$ cat config.mk
export PLATFORM = sky130hd
export DESIGN_NAME = sercmd_engine
export DESIGN_NICKNAME = d
export VERILOG_FILES = /design/src/core/sercmd_pkg.sv /design/src/core/sercmd_engine.sv
export VERILOG_INCLUDE_DIRS = /design/src /design/src/core
export SDC_FILE = /design/constraint.sdc
export NUM_CORES = 2
export LEC_CHECK = 0
export BUFFER_PORTS_ARGS = -buffer_cell sky130_fd_sc_hd__buf_2
export CAP_MARGIN = 20
export CORE_MARGIN = 10
export CORE_UTILIZATION = 45
export DETAILED_ROUTE_END_ITERATION = 8
export PLACE_DENSITY_LB_ADDON = 0.25
export SETUP_SLACK_MARGIN = 0.02
export SYNTH_ARGS = -nofsm -noshare
export SYNTH_HDL_FRONTEND = slang
export SYNTH_SLANG_ARGS = --single-unit
$ cat constraint.sdc
create_clock -name clk_sys_in -period 14.8 [get_ports clk_sys_in]
set_clock_uncertainty 0.05 [all_clocks]
set_input_delay 1.48 -clock clk_sys_in [delete_from_list [all_inputs] [get_ports clk_sys_in]]
set_output_delay 1.48 -clock clk_sys_in [all_outputs]
set_load 0.1 [all_outputs]
$ cat src/core/sercmd_cfg.svh
`ifndef SERCMD_CFG_SVH
`define SERCMD_CFG_SVH
// Clock rate and serial framing.
`define CLK_HZ        20000000
`define BAUD_DIV(b)   ((`CLK_HZ + (b) / 2) / (b))
`define FRAME_BITS    4'h9
// Command and answer bytes.
`define OP_WRITE      8'h57
`define OP_READ       8'h52
`define RSP_ACK       8'h06
`define RSP_NAK       8'h15
// Error codes.
`define ERR_NONE      8'h00
`define ERR_OPCODE    8'h01
`define ERR_TIMEOUT   8'h02
`define ERR_MAX       8'h05
`define ERR_SUPER     8'h07
`define ERR_MODE      8'h08
// Command lengths in bytes, opcode included.
`define LEN_WRITE     3'h7
`define LEN_READ      3'h3
// Address map.
`define ADDR_BOOT     16'h5000
`define ADDR_SEL      16'h6060
`define ADDR_LOAD     16'h6064
`define ADDR_SAVE     16'h6068
`define MFG_TOP       4'h7
`define WS_TOP        12'h0040
// Configuration sets.
`define SET_FACTORY   3'h0
`define SET_LAST      3'h4
`define FACT_WORD     32'h0000_0000
// Inter-byte limit and reply buffer.
`define TIMEOUT_MS    100
`define FIFO_DEPTH    16
`endif

$ cat src/core/sercmd_pkg.sv
package sercmd_pkg;
   // Engine states, one-hot.
   typedef enum logic [5:0] {
      ST_BOOT  = 6'b000001,
      ST_IDLE  = 6'b000010,
      ST_EXEC  = 6'b000100,
      ST_COPY  = 6'b001000,
      ST_REPLY = 6'b010000,
      ST_DRAIN = 6'b100000
   } eng_state_t;
endpackage : sercmd_pkg

$ cat src/core/sercmd_engine.sv
// How it works
// - Characters are one start, eight data, one stop bit, no parity, no flow control.
// - Bit rate selects 9600 to 115200 baud; 115200 is the default code.
// - Each transaction carries a 16-bit address and a 32-bit data word.
// - Narrow registers sit right-aligned; unused upper bits read as zero.
// - A good write answers with one byte 0x06.
// - A failed write answers 0x15 then the error code.
// - A read answers 0x06 then four data bytes MSB first.
// - Reads never answer not-acknowledge except for a bad opcode.
// - Reads of unmapped addresses answer 0x06 and four zero bytes.
// - Codes: 0 none, 1 bad opcode, 2 timeout, 3 checksum, 4 min, 5 max.
// - Codes: 6 gain control fault, 7 supervisory violation, 8 unsupported mode.
// - Live settings sit in a volatile workspace reached by all commands.
// - The factory set is read-only and is never overwritten by a save.
// - Four non-volatile user sets can save and restore the workspace.
// - After reset the workspace loads from the set named by boot control.
// - Load command fills the workspace; save command stores it to a user set.
// - Set selector is 3 bits: 0 factory, 1 to 4 user, 5 to 7 reserved.
// - Manufacturing writes and factory saves need supervisory mode, else code 7.
`timescale 1ns/1ps
`include "sercmd_cfg.svh"

// Byte FIFO between the engine and the transmitter.
module reply_fifo #(
   parameter int WIDTH = 8,
   parameter int DEPTH = 16
) (
   input  wire logic             clk_in,
   input  wire logic             rst_n_in,
   input  wire logic             in_valid_in,
   output logic                  in_ready_out,
   input  wire logic [WIDTH-1:0] in_data_in,
   output logic                  out_valid_out,
   input  wire logic             out_ready_in,
   output logic      [WIDTH-1:0] out_data_out
);
   localparam int AW = $clog2(DEPTH);
   logic [WIDTH-1:0] mem [0:DEPTH-1];
   logic [AW:0]      wr_ptr;
   logic [AW:0]      rd_ptr;
   wire              push = in_valid_in && in_ready_out;
   wire              pop  = out_valid_out && out_ready_in;

   // Full when the pointers differ only in the wrap bit.
   assign in_ready_out  = !((wr_ptr[AW] != rd_ptr[AW]) && (wr_ptr[AW-1:0] == rd_ptr[AW-1:0]));
   assign out_valid_out = (wr_ptr != rd_ptr);
   assign out_data_out  = mem[rd_ptr[AW-1:0]];

   // Storage is written only on an accepted push.
   always_ff @(posedge clk_in) begin
      if (push) mem[wr_ptr[AW-1:0]] <= in_data_in;
   end

   // Pointer update.
   always_ff @(posedge clk_in or negedge rst_n_in) begin
      if (!rst_n_in) begin
         wr_ptr <= '0;
         rd_ptr <= '0;
      end else begin
         if (push) wr_ptr <= wr_ptr + 1'b1;
         if (pop) rd_ptr <= rd_ptr + 1'b1;
      end
   end
endmodule : reply_fifo

module sercmd_engine
   import sercmd_pkg::*;
#(
   parameter int TIMEOUT_CYC = `TIMEOUT_MS * (`CLK_HZ / 1000)
) (
   input  wire logic       clk_sys_in,
   input  wire logic       rst_b_in,
   input  wire logic       rxd_in,
   input  wire logic [2:0] baud_sel_in,
   input  wire logic       super_en_in,
   output logic            txd_out,
   output logic            busy_out
);
   logic        rst_q1, rst_n;
   logic        rx_m, rx_s, rx_busy, rx_vld;
   logic [3:0]  rx_bit;
   logic [15:0] rx_tmr;
   logic [7:0]  rx_sh, rx_byte;
   logic        tx_busy;
   logic [3:0]  tx_bit;
   logic [15:0] tx_tmr;
   logic [8:0]  tx_sh;
   eng_state_t  state;
   logic [7:0]  op;
   logic [2:0]  cnt, rep_len, sel, copy_set, nv_boot;
   logic [47:0] cmd_sh;
   logic [39:0] rep_sh;
   logic [3:0]  copy_idx;
   logic        copy_save;
   logic [31:0] to_cnt;
   logic [31:0] ws [0:15];
   logic [31:0] um [0:63];
   logic        f_ready, f_valid;
   logic [7:0]  f_data;

   // Reset release through two flip-flops.
   always_ff @(posedge clk_sys_in or negedge rst_b_in) begin
      if (!rst_b_in) begin
         rst_q1 <= 1'b0;
         rst_n  <= 1'b0;
      end else begin
         rst_q1 <= 1'b1;
         rst_n  <= rst_q1;
      end
   end

   // Bit period from the rate code; unknown codes use the default rate.
   wire [15:0] bit_div = (baud_sel_in == 3'h1) ? 16'(`BAUD_DIV(9600)) :
                         (baud_sel_in == 3'h2) ? 16'(`BAUD_DIV(19200)) :
                         (baud_sel_in == 3'h3) ? 16'(`BAUD_DIV(38400)) :
                         (baud_sel_in == 3'h4) ? 16'(`BAUD_DIV(57600)) :
                         16'(`BAUD_DIV(115200));

   // Receiver: samples mid-bit, checks the stop bit, no parity.
   always_ff @(posedge clk_sys_in or negedge rst_n) begin
      if (!rst_n) begin
         rx_m <= 1'b1; rx_s <= 1'b1; rx_busy <= 1'b0; rx_vld <= 1'b0;
         rx_bit <= 4'h0; rx_tmr <= 16'h0000; rx_sh <= 8'h00; rx_byte <= 8'h00;
      end else begin
         rx_m   <= rxd_in;
         rx_s   <= rx_m;
         rx_vld <= 1'b0;
         if (!rx_busy) begin
            if (!rx_s) begin
               rx_busy <= 1'b1;
               rx_bit  <= 4'h0;
               rx_tmr  <= bit_div >> 1;
            end
         end else if (rx_tmr != 16'h0000) begin
            rx_tmr <= rx_tmr - 16'h0001;
         end else begin
            rx_tmr <= bit_div - 16'h0001;
            rx_bit <= rx_bit + 4'h1;
            if (rx_bit == 4'h0 && rx_s) rx_busy <= 1'b0;
            else if (rx_bit != 4'h0 && rx_bit < `FRAME_BITS) rx_sh <= {rx_s, rx_sh[7:1]};
            else if (rx_bit == `FRAME_BITS) begin
               rx_busy <= 1'b0;
               rx_vld  <= rx_s;
               rx_byte <= rx_sh;
            end
         end
      end
   end

   // Transmitter: start bit, eight data bits LSB first, stop bit.
   wire tx_load = !tx_busy && f_valid;
   always_ff @(posedge clk_sys_in or negedge rst_n) begin
      if (!rst_n) begin
         txd_out <= 1'b1; tx_busy <= 1'b0; tx_bit <= 4'h0;
         tx_tmr <= 16'h0000; tx_sh <= 9'h1ff;
      end else if (tx_load) begin
         txd_out <= 1'b0;
         tx_sh   <= {1'b1, f_data};
         tx_bit  <= `FRAME_BITS;
         tx_tmr  <= bit_div - 16'h0001;
         tx_busy <= 1'b1;
      end else if (tx_busy) begin
         if (tx_tmr != 16'h0000) tx_tmr <= tx_tmr - 16'h0001;
         else if (tx_bit == 4'h0) tx_busy <= 1'b0;
         else begin
            txd_out <= tx_sh[0];
            tx_sh   <= {1'b1, tx_sh[8:1]};
            tx_bit  <= tx_bit - 4'h1;
            tx_tmr  <= bit_div - 16'h0001;
         end
      end
   end

   reply_fifo #(.WIDTH(8), .DEPTH(`FIFO_DEPTH)) u_fifo (
      .clk_in        (clk_sys_in),
      .rst_n_in      (rst_n),
      .in_valid_in   (state == ST_REPLY && rep_len != 3'h0),
      .in_ready_out  (f_ready),
      .in_data_in    (rep_sh[39:32]),
      .out_valid_out (f_valid),
      .out_ready_in  (!tx_busy),
      .out_data_out  (f_data)
   );

   // Command fields; the read address is taken high byte first.
   wire [15:0] w_addr = cmd_sh[47:32];
   wire [31:0] w_data = cmd_sh[31:0];
   wire [15:0] r_addr = cmd_sh[15:0];
   wire        w_ws   = (w_addr[15:4] == `WS_TOP);
   wire        r_ws   = (r_addr[15:4] == `WS_TOP);
   wire        w_mfg  = (w_addr[15:12] == `MFG_TOP);
   wire        sel_rs = (sel > `SET_LAST);
   wire        first_ok = (rx_byte == `OP_WRITE) || (rx_byte == `OP_READ);
   wire        cmd_end = (op == `OP_WRITE) ? (cnt == `LEN_WRITE - 3'h1) :
                                             (cnt == `LEN_READ - 3'h1);
   wire        to_hit = (to_cnt == 32'(TIMEOUT_CYC - 1));

   // Write checks in priority order.
   wire [7:0] w_err =
      (w_mfg && !super_en_in) ? `ERR_SUPER :
      ((w_addr == `ADDR_SEL || w_addr == `ADDR_BOOT) && w_data > 32'(`SET_LAST)) ? `ERR_MAX :
      ((w_addr == `ADDR_LOAD || w_addr == `ADDR_SAVE) && sel_rs) ? `ERR_MODE :
      (w_addr == `ADDR_SAVE && sel == `SET_FACTORY && !super_en_in) ? `ERR_SUPER :
      `ERR_NONE;

   // Read data, right-aligned, zero for unmapped addresses.
   wire        r_hit  = r_ws || r_addr == `ADDR_SEL || r_addr == `ADDR_BOOT;
   wire [31:0] r_data = r_ws ? ws[r_addr[3:0]] :
                        (r_addr == `ADDR_SEL) ? {29'h0000_0000, sel} :
                        (r_addr == `ADDR_BOOT) ? {29'h0000_0000, nv_boot} :
                        32'h0000_0000;

   // Copy path; a save to the factory set never starts a copy.
   wire        wr_ok   = state == ST_EXEC && op == `OP_WRITE && w_err == `ERR_NONE;
   wire        go_copy = w_addr == `ADDR_LOAD ||
                         (w_addr == `ADDR_SAVE && sel != `SET_FACTORY);
   wire [2:0]  set_m1  = copy_set - 3'h1;
   wire [5:0]  um_idx  = {set_m1[1:0], copy_idx};
   wire        ws_we   = (wr_ok && w_ws) || (state == ST_COPY && !copy_save);
   wire [3:0]  ws_wa   = (state == ST_COPY) ? copy_idx : w_addr[3:0];
   wire [31:0] ws_wd   = (state != ST_COPY) ? w_data :
                         (copy_set == `SET_FACTORY) ? `FACT_WORD : um[um_idx];
   wire        um_we   = state == ST_COPY && copy_save;
   wire [2:0]  boot_pick = (nv_boot == 3'h1 || nv_boot == 3'h2 || nv_boot == 3'h3 ||
                            nv_boot == 3'h4) ? nv_boot : `SET_FACTORY;

   // Workspace, user sets and boot control are memories without reset.
   always_ff @(posedge clk_sys_in) begin
      if (ws_we) ws[ws_wa] <= ws_wd;
      if (um_we) um[um_idx] <= ws[copy_idx];
      if (wr_ok && w_addr == `ADDR_BOOT) nv_boot <= w_data[2:0];
   end

   // Inter-byte timer runs only inside a partly received command.
   always_ff @(posedge clk_sys_in or negedge rst_n) begin
      if (!rst_n) to_cnt <= 32'h0000_0000;
      else if (state != ST_IDLE || rx_vld || cnt == 3'h0) to_cnt <= 32'h0000_0000;
      else to_cnt <= to_cnt + 32'h0000_0001;
   end

   // Command engine.
   always_ff @(posedge clk_sys_in or negedge rst_n) begin
      if (!rst_n) begin
         state <= ST_BOOT; op <= 8'h00; cnt <= 3'h0; cmd_sh <= 48'h0000_0000_0000;
         rep_sh <= 40'h00_0000_0000; rep_len <= 3'h0; sel <= `SET_FACTORY;
         copy_set <= `SET_FACTORY; copy_idx <= 4'h0; copy_save <= 1'b0;
      end else begin
         case (state)
            ST_BOOT: begin
               copy_set  <= boot_pick;
               copy_save <= 1'b0;
               copy_idx  <= 4'h0;
               rep_len   <= 3'h0;
               state     <= ST_COPY;
            end
            ST_IDLE: begin
               if (rx_vld && cnt == 3'h0) begin
                  op <= rx_byte;
                  if (first_ok) cnt <= 3'h1;
                  else begin
                     rep_sh  <= {`RSP_NAK, `ERR_OPCODE, 24'h00_0000};
                     rep_len <= 3'h2;
                     state   <= ST_REPLY;
                  end
               end else if (rx_vld) begin
                  cmd_sh <= {cmd_sh[39:0], rx_byte};
                  cnt    <= cnt + 3'h1;
                  if (cmd_end) state <= ST_EXEC;
               end else if (to_hit) begin
                  cnt <= 3'h0;
                  if (op == `OP_WRITE) begin
                     rep_sh  <= {`RSP_NAK, `ERR_TIMEOUT, 24'h00_0000};
                     rep_len <= 3'h2;
                     state   <= ST_REPLY;
                  end
               end
            end
            ST_EXEC: begin
               copy_idx  <= 4'h0;
               copy_set  <= sel;
               copy_save <= (w_addr == `ADDR_SAVE);
               if (op == `OP_READ) begin
                  rep_sh  <= {`RSP_ACK, r_data};
                  rep_len <= 3'h5;
                  state   <= ST_REPLY;
               end else if (w_err != `ERR_NONE) begin
                  rep_sh  <= {`RSP_NAK, w_err, 24'h00_0000};
                  rep_len <= 3'h2;
                  state   <= ST_REPLY;
               end else begin
                  rep_sh  <= {`RSP_ACK, 32'h0000_0000};
                  rep_len <= 3'h1;
                  if (w_addr == `ADDR_SEL) sel <= w_data[2:0];
                  state   <= go_copy ? ST_COPY : ST_REPLY;
               end
            end
            ST_COPY: begin
               copy_idx <= copy_idx + 4'h1;
               if (copy_idx == 4'hf) state <= ST_REPLY;
            end
            ST_REPLY: begin
               if (rep_len == 3'h0) state <= ST_DRAIN;
               else if (f_ready) begin
                  rep_sh  <= {rep_sh[31:0], 8'h00};
                  rep_len <= rep_len - 3'h1;
               end
            end
            ST_DRAIN: begin
               cnt <= 3'h0;
               if (!f_valid && !tx_busy) state <= ST_IDLE;
            end
            default: state <= ST_IDLE;
         endcase
      end
   end

   assign busy_out = (state != ST_IDLE);

   // Checks on the answers, the save target and the boot load.
   AST_ACK_ONE: assert property (@(posedge clk_sys_in) disable iff (!rst_n)
      wr_ok |=> rep_len == 3'h1 && rep_sh[39:32] == `RSP_ACK)
      else $error("write ack not a single 0x06");
   AST_NAK_TWO: assert property (@(posedge clk_sys_in) disable iff (!rst_n)
      (state == ST_EXEC && op == `OP_WRITE && w_err != `ERR_NONE) |=>
      state == ST_REPLY && rep_len == 3'h2 && rep_sh[39:32] == `RSP_NAK &&
      rep_sh[31:24] == $past(w_err))
      else $error("write error reply malformed");
   AST_READ_FIVE: assert property (@(posedge clk_sys_in) disable iff (!rst_n)
      (state == ST_EXEC && op == `OP_READ) |=>
      rep_len == 3'h5 && rep_sh[39:32] == `RSP_ACK && rep_sh[31:0] == $past(r_data))
      else $error("read reply malformed");
   AST_UNMAPPED: assert property (@(posedge clk_sys_in) disable iff (!rst_n)
      (state == ST_EXEC && op == `OP_READ && !r_hit) |=> rep_sh[31:0] == 32'h0000_0000)
      else $error("unmapped read not zero");
   AST_BAD_OP: assert property (@(posedge clk_sys_in) disable iff (!rst_n)
      (state == ST_IDLE && rx_vld && cnt == 3'h0 && !first_ok) |=>
      rep_sh[31:24] == `ERR_OPCODE && rep_len == 3'h2)
      else $error("bad opcode not refused");
   AST_SUPER: assert property (@(posedge clk_sys_in) disable iff (!rst_n)
      (state == ST_EXEC && op == `OP_WRITE && w_mfg && !super_en_in) |=>
      rep_sh[31:24] == `ERR_SUPER)
      else $error("manufacturing write not refused");
   AST_FACT_RO: assert property (@(posedge clk_sys_in) disable iff (!rst_n)
      um_we |-> copy_set != `SET_FACTORY && copy_set <= `SET_LAST)
      else $error("save aimed at a read-only set");
   AST_BOOT_LOAD: assert property (@(posedge clk_sys_in) disable iff (!rst_n)
      state == ST_BOOT |=> state == ST_COPY && !copy_save ##16 state == ST_REPLY)
      else $error("boot load sequence wrong");
   AST_HOLD: assert property (@(posedge clk_sys_in) disable iff (!rst_n)
      (state == ST_DRAIN && (f_valid || tx_busy)) |=> state == ST_DRAIN)
      else $error("new command accepted before reply sent");
   AST_START: assert property (@(posedge clk_sys_in) disable iff (!rst_n)
      tx_load |=> !txd_out [*2])
      else $error("start bit missing");

   COV_WRITE: cover property (@(posedge clk_sys_in) disable iff (!rst_n) wr_ok);
   COV_READ: cover property (@(posedge clk_sys_in) disable iff (!rst_n)
      state == ST_EXEC && op == `OP_READ);
   COV_TIMEOUT: cover property (@(posedge clk_sys_in) disable iff (!rst_n)
      state == ST_IDLE && to_hit);
   COV_SAVE: cover property (@(posedge clk_sys_in) disable iff (!rst_n) um_we);
endmodule : sercmd_engine

==> run_results.csv <==
group,metric,value,unit
grt,grt_pass1_wl,558,mm
cts,htreeDepth,5,
run,cap_violations,0,
placement,portBuffers,8,
cells_and_area,synthToLayoutAreaGrowth,12.7,%
synthesis,syn_nets,7308,
floorplanning,initial_core_util,0.451,
sta,setup_tns,0,ns
grt,antenna_found_initial,16,
sta,worst_pin_slew,1.35,ns
synthesis,synthCells,7273,
power,leakagePower,0.0410,µW
synthesis,ys_seq_area_frac,0.733,
synthesis,synth-edff-count,2691,
cells_and_area,final_nets,7412,
sta,fmax,143,MHz
floorplanning,dieHeight,532,µm
cells_and_area,final.fill_count,21200,
floorplanning,pin_count,9,
cells_and_area,fin_cells,11100,
placement,dp.cells,10600,
cts,clock_latency,0.92,ns
sta,rsz0062_at_grt,"no",
floorplanning,core.rowCount,188,
cells_and_area,drive_gt1_frac,0.172,
sta,hold_viol,0,
worst_setup_path,worstPathArrival,7.36,ns
status,outcome,"complete, no violations",
synthesis,synth_cell_types,105,
sta,min_period,6.97,ns
cells_and_area,final_core_util,0.509,
cts,clockRootBuffer,"clkbuf_16",
drt,routedWlPerCell,36.0,µm
worst_setup_path,cp-start-kind,"flip-flop",
cts,cts_buffers,306,
cts,cts-resized-gates,0,
cts,clock-sinks,2924,
worst_hold_path,min_path_type,"flip-flop to asynchronous set/reset pin",
synthesis,synthArstFlopShare,0.0797,
grt,grt_use_total,0.272,
synthesis,synth_area_leaders,"edfxtp_1 68%, mux4_2 4.8%, dfrtp_1 4.7%, mux2i_1 2.4%, a21oi_1 1.8%",
sta,relSlewSlack,0.0984,
cts,cts_tree,"built",
worst_setup_path,worstPathMaxFanout,37,
drt,wirelength,400,mm
placement,hpwl,219,mm
cts,holdBufCountCts,0,
sta,maxSlewViolCount,0,
synthesis,syn_avg_cell_area,16.2,µm²
synthesis,synth_top_area_cell,"edfxtp_1",
synthesis,synth_seq_cells,2924,
cts,post_cts_buffers,0,
synthesis,syn_area,118000,µm²
worst_setup_path,crit_path_end_kind,"flip-flop",
drt,ant_nets,0,
grt,overflow,0,
sta,setup_viol,0,
cts,clk_path_buf_depth,4,
worst_setup_path,required,15.19,ns
floorplanning,core_region_area,262000,µm²
power,powerDensity,169,nW/µm²
sta,fin_crit_sh,0.471,
drt,drt-pass1-iter-count,9,
floorplanning,die-area,284000,µm²
floorplanning,dieWidth,532,µm
synthesis,yosys_warnings,0,
synthesis,synth_ff_type,"edfxtp_1",
power,peakVddDrop,0.136,mV
drt,viasPerCell,6.64,
synthesis,synth_top_area_frac,0.684,
drt,post-route-drc-count,0,
grt,grt_pass1_vias,71500,
drt,drt_iter0_markers,11400,
placement,finalWeightedCongestion,0.882,
cts,path_clk_slew,0.06,ns
grt,grt_max_degree,97,
worst_setup_path,criticalPathCategory,"flip-flop to flip-flop",
drt,num_vias,74000,
-- path summary, 6_finish.rpt --
path                              from     endpoint  slack [ns]  cells past startpoint
setup / recovery           copy_idx[1]    ws[11][3]        7.83                     12
hold / removal                   rst_n   cmd_sh[22]        0.26                      0
setup reg to reg           copy_idx[1]    ws[11][3]        7.83                     12
hold reg to reg                  rst_n   cmd_sh[22]        0.26                      0
max in group asynchronous        rst_n  copy_idx[0]       11.23                      3
min in group clk_sys_in         rst_q1        rst_n        0.30                      0
-- Yosys cell counts (14+ instances only) --
library cell and number:
edfxtp_1 2691, nand2_1 560, xnor2_1 24, dfrtp_1 221, nand4_1 33, mux4_2 252
nand3_1 128, a211oi_1 46, o21ai_1 22, nor4_1 21, o211ai_1 53, a221oi_1 216
o2bb2ai_1 14, mux2i_1 279, a22o_1 107, nor2_1 362, ha_1 28, and3_1 18
and2_1 24, nor3_1 41, inv_1 38, o221ai_1 19, o21ai_0 310, a2111oi_0 15
a221o_1 55, a22oi_1 259, a31oi_1 55, a311oi_1 14, mux2_2 153, buf_1 50
buf_4 64, a222oi_1 20, o22ai_1 14, buf_2 198, a21oi_1 429, xor2_1 30
nor2b_1 15, o2111ai_1 14, clkbuf_1 161
-- cells in the final DEF, fill, tap and decap left out, types with 48 or more instances in the layout --
cell	instances
a22oi_1	257
clkinv_2	50
nand3_1	127
dfrtp_1	210
nor2_1	277
mux2_2	153
a21oi_1	410
clkbuf_16	313
a221oi_1	216
a22o_1	107
clkbuf_1	75
mux4_2	252
o21ai_0	304
o211ai_1	53
buf_4	254
a31oi_1	48
a221o_1	55
nor2_4	88
clkinv_1	54
mux2i_1	279
nand2_1	558
edfxtp_1	2691
-- where the power goes --
part | switching, µW | total [µW] | leakage, µW | internal (µW)
clock | 3190 | 7490 | 0.00467 | 4300
sequential | 123 | 10400 | 0.0265 | 10300
combinational | 3630 | 4660 | 0.00985 | 1030
total | 6950 | 22500 | 0.0410 | 15600
-- cell type report --
class	count	area, µm²	area share
Tap cell	3515	4400	0.0330
Multi-Input combinational cell	3826	30100	0.226
Inverter	38	158	0.00118
Clock buffer	393	8180	0.0614
Antenna cell	8	20.0	0.000150
Timing Repair Buffer	281	2280	0.0171
Clock inverter	148	1390	0.0104
Sequential cell	2924	86700	0.651
-- state kept, by name, summed over array words and instances, names as in the netlist, 5 cells and up --
signal and flops:
cmd_sh 48, op 8, rep_sh 40, rx_byte 8
rx_sh 8, rx_tmr 16, state 6, to_cnt 32
tx_sh 8, tx_tmr 16, u_fifo.mem 128, u_fifo.rd_ptr 5
u_fifo.wr_ptr 5, um 2048, ws 512
-- metrics by stage --
step	power [µW]	worst slack (ns)	hold slack [ns]	instance area, µm²
global placement	15000	8.24	0.289	124000
global route	23100	7.67	0.287	133000
finish	22500	7.83	0.260	133000
detailed placement	15100	8.18	0.290	124000
floorplan	12900	7.80	0.281	118000
CTS	22500	8.16	0.276	133000
-- logic make-up after synthesis --
logic type / count (synthesis) / synth area share
simple gates: 1307 / 0.0504
compound gates: 1747 / 0.101
buf+inv: 523 / 0.0215
xor+xnor: 54 / 0.00400
flops: 2924 / 0.733
mux: 688 / 0.0867
other cells: 2 / 0.0000636
fa+ha+maj: 28 / 0.00296
-- layer usage --
layer,vias to the layer above,track usage,share of wire
met5,-,0,0.000027
met4,2,0.137,0.061
met3,1067,0.0674,0.12
met2,5375,0.417,0.45
met1,38100,0.362,0.37
li1,29400,-,-
-- worst max-delay path: stages (launching register included) --
cell	delay, ns
dfrtp_4	0.68
buf_4	0.70
buf_4	0.75
buf_4	0.68
buf_4	0.65
nor2b_4	0.14
buf_4	0.37
a221oi_1	0.34
nor2_1	0.07
a2111oi_0	0.39
nor3_1	0.21
nor3_1	0.73
o21ai_1	0.59
Note: power is estimated with default switching activity, not from simulation.
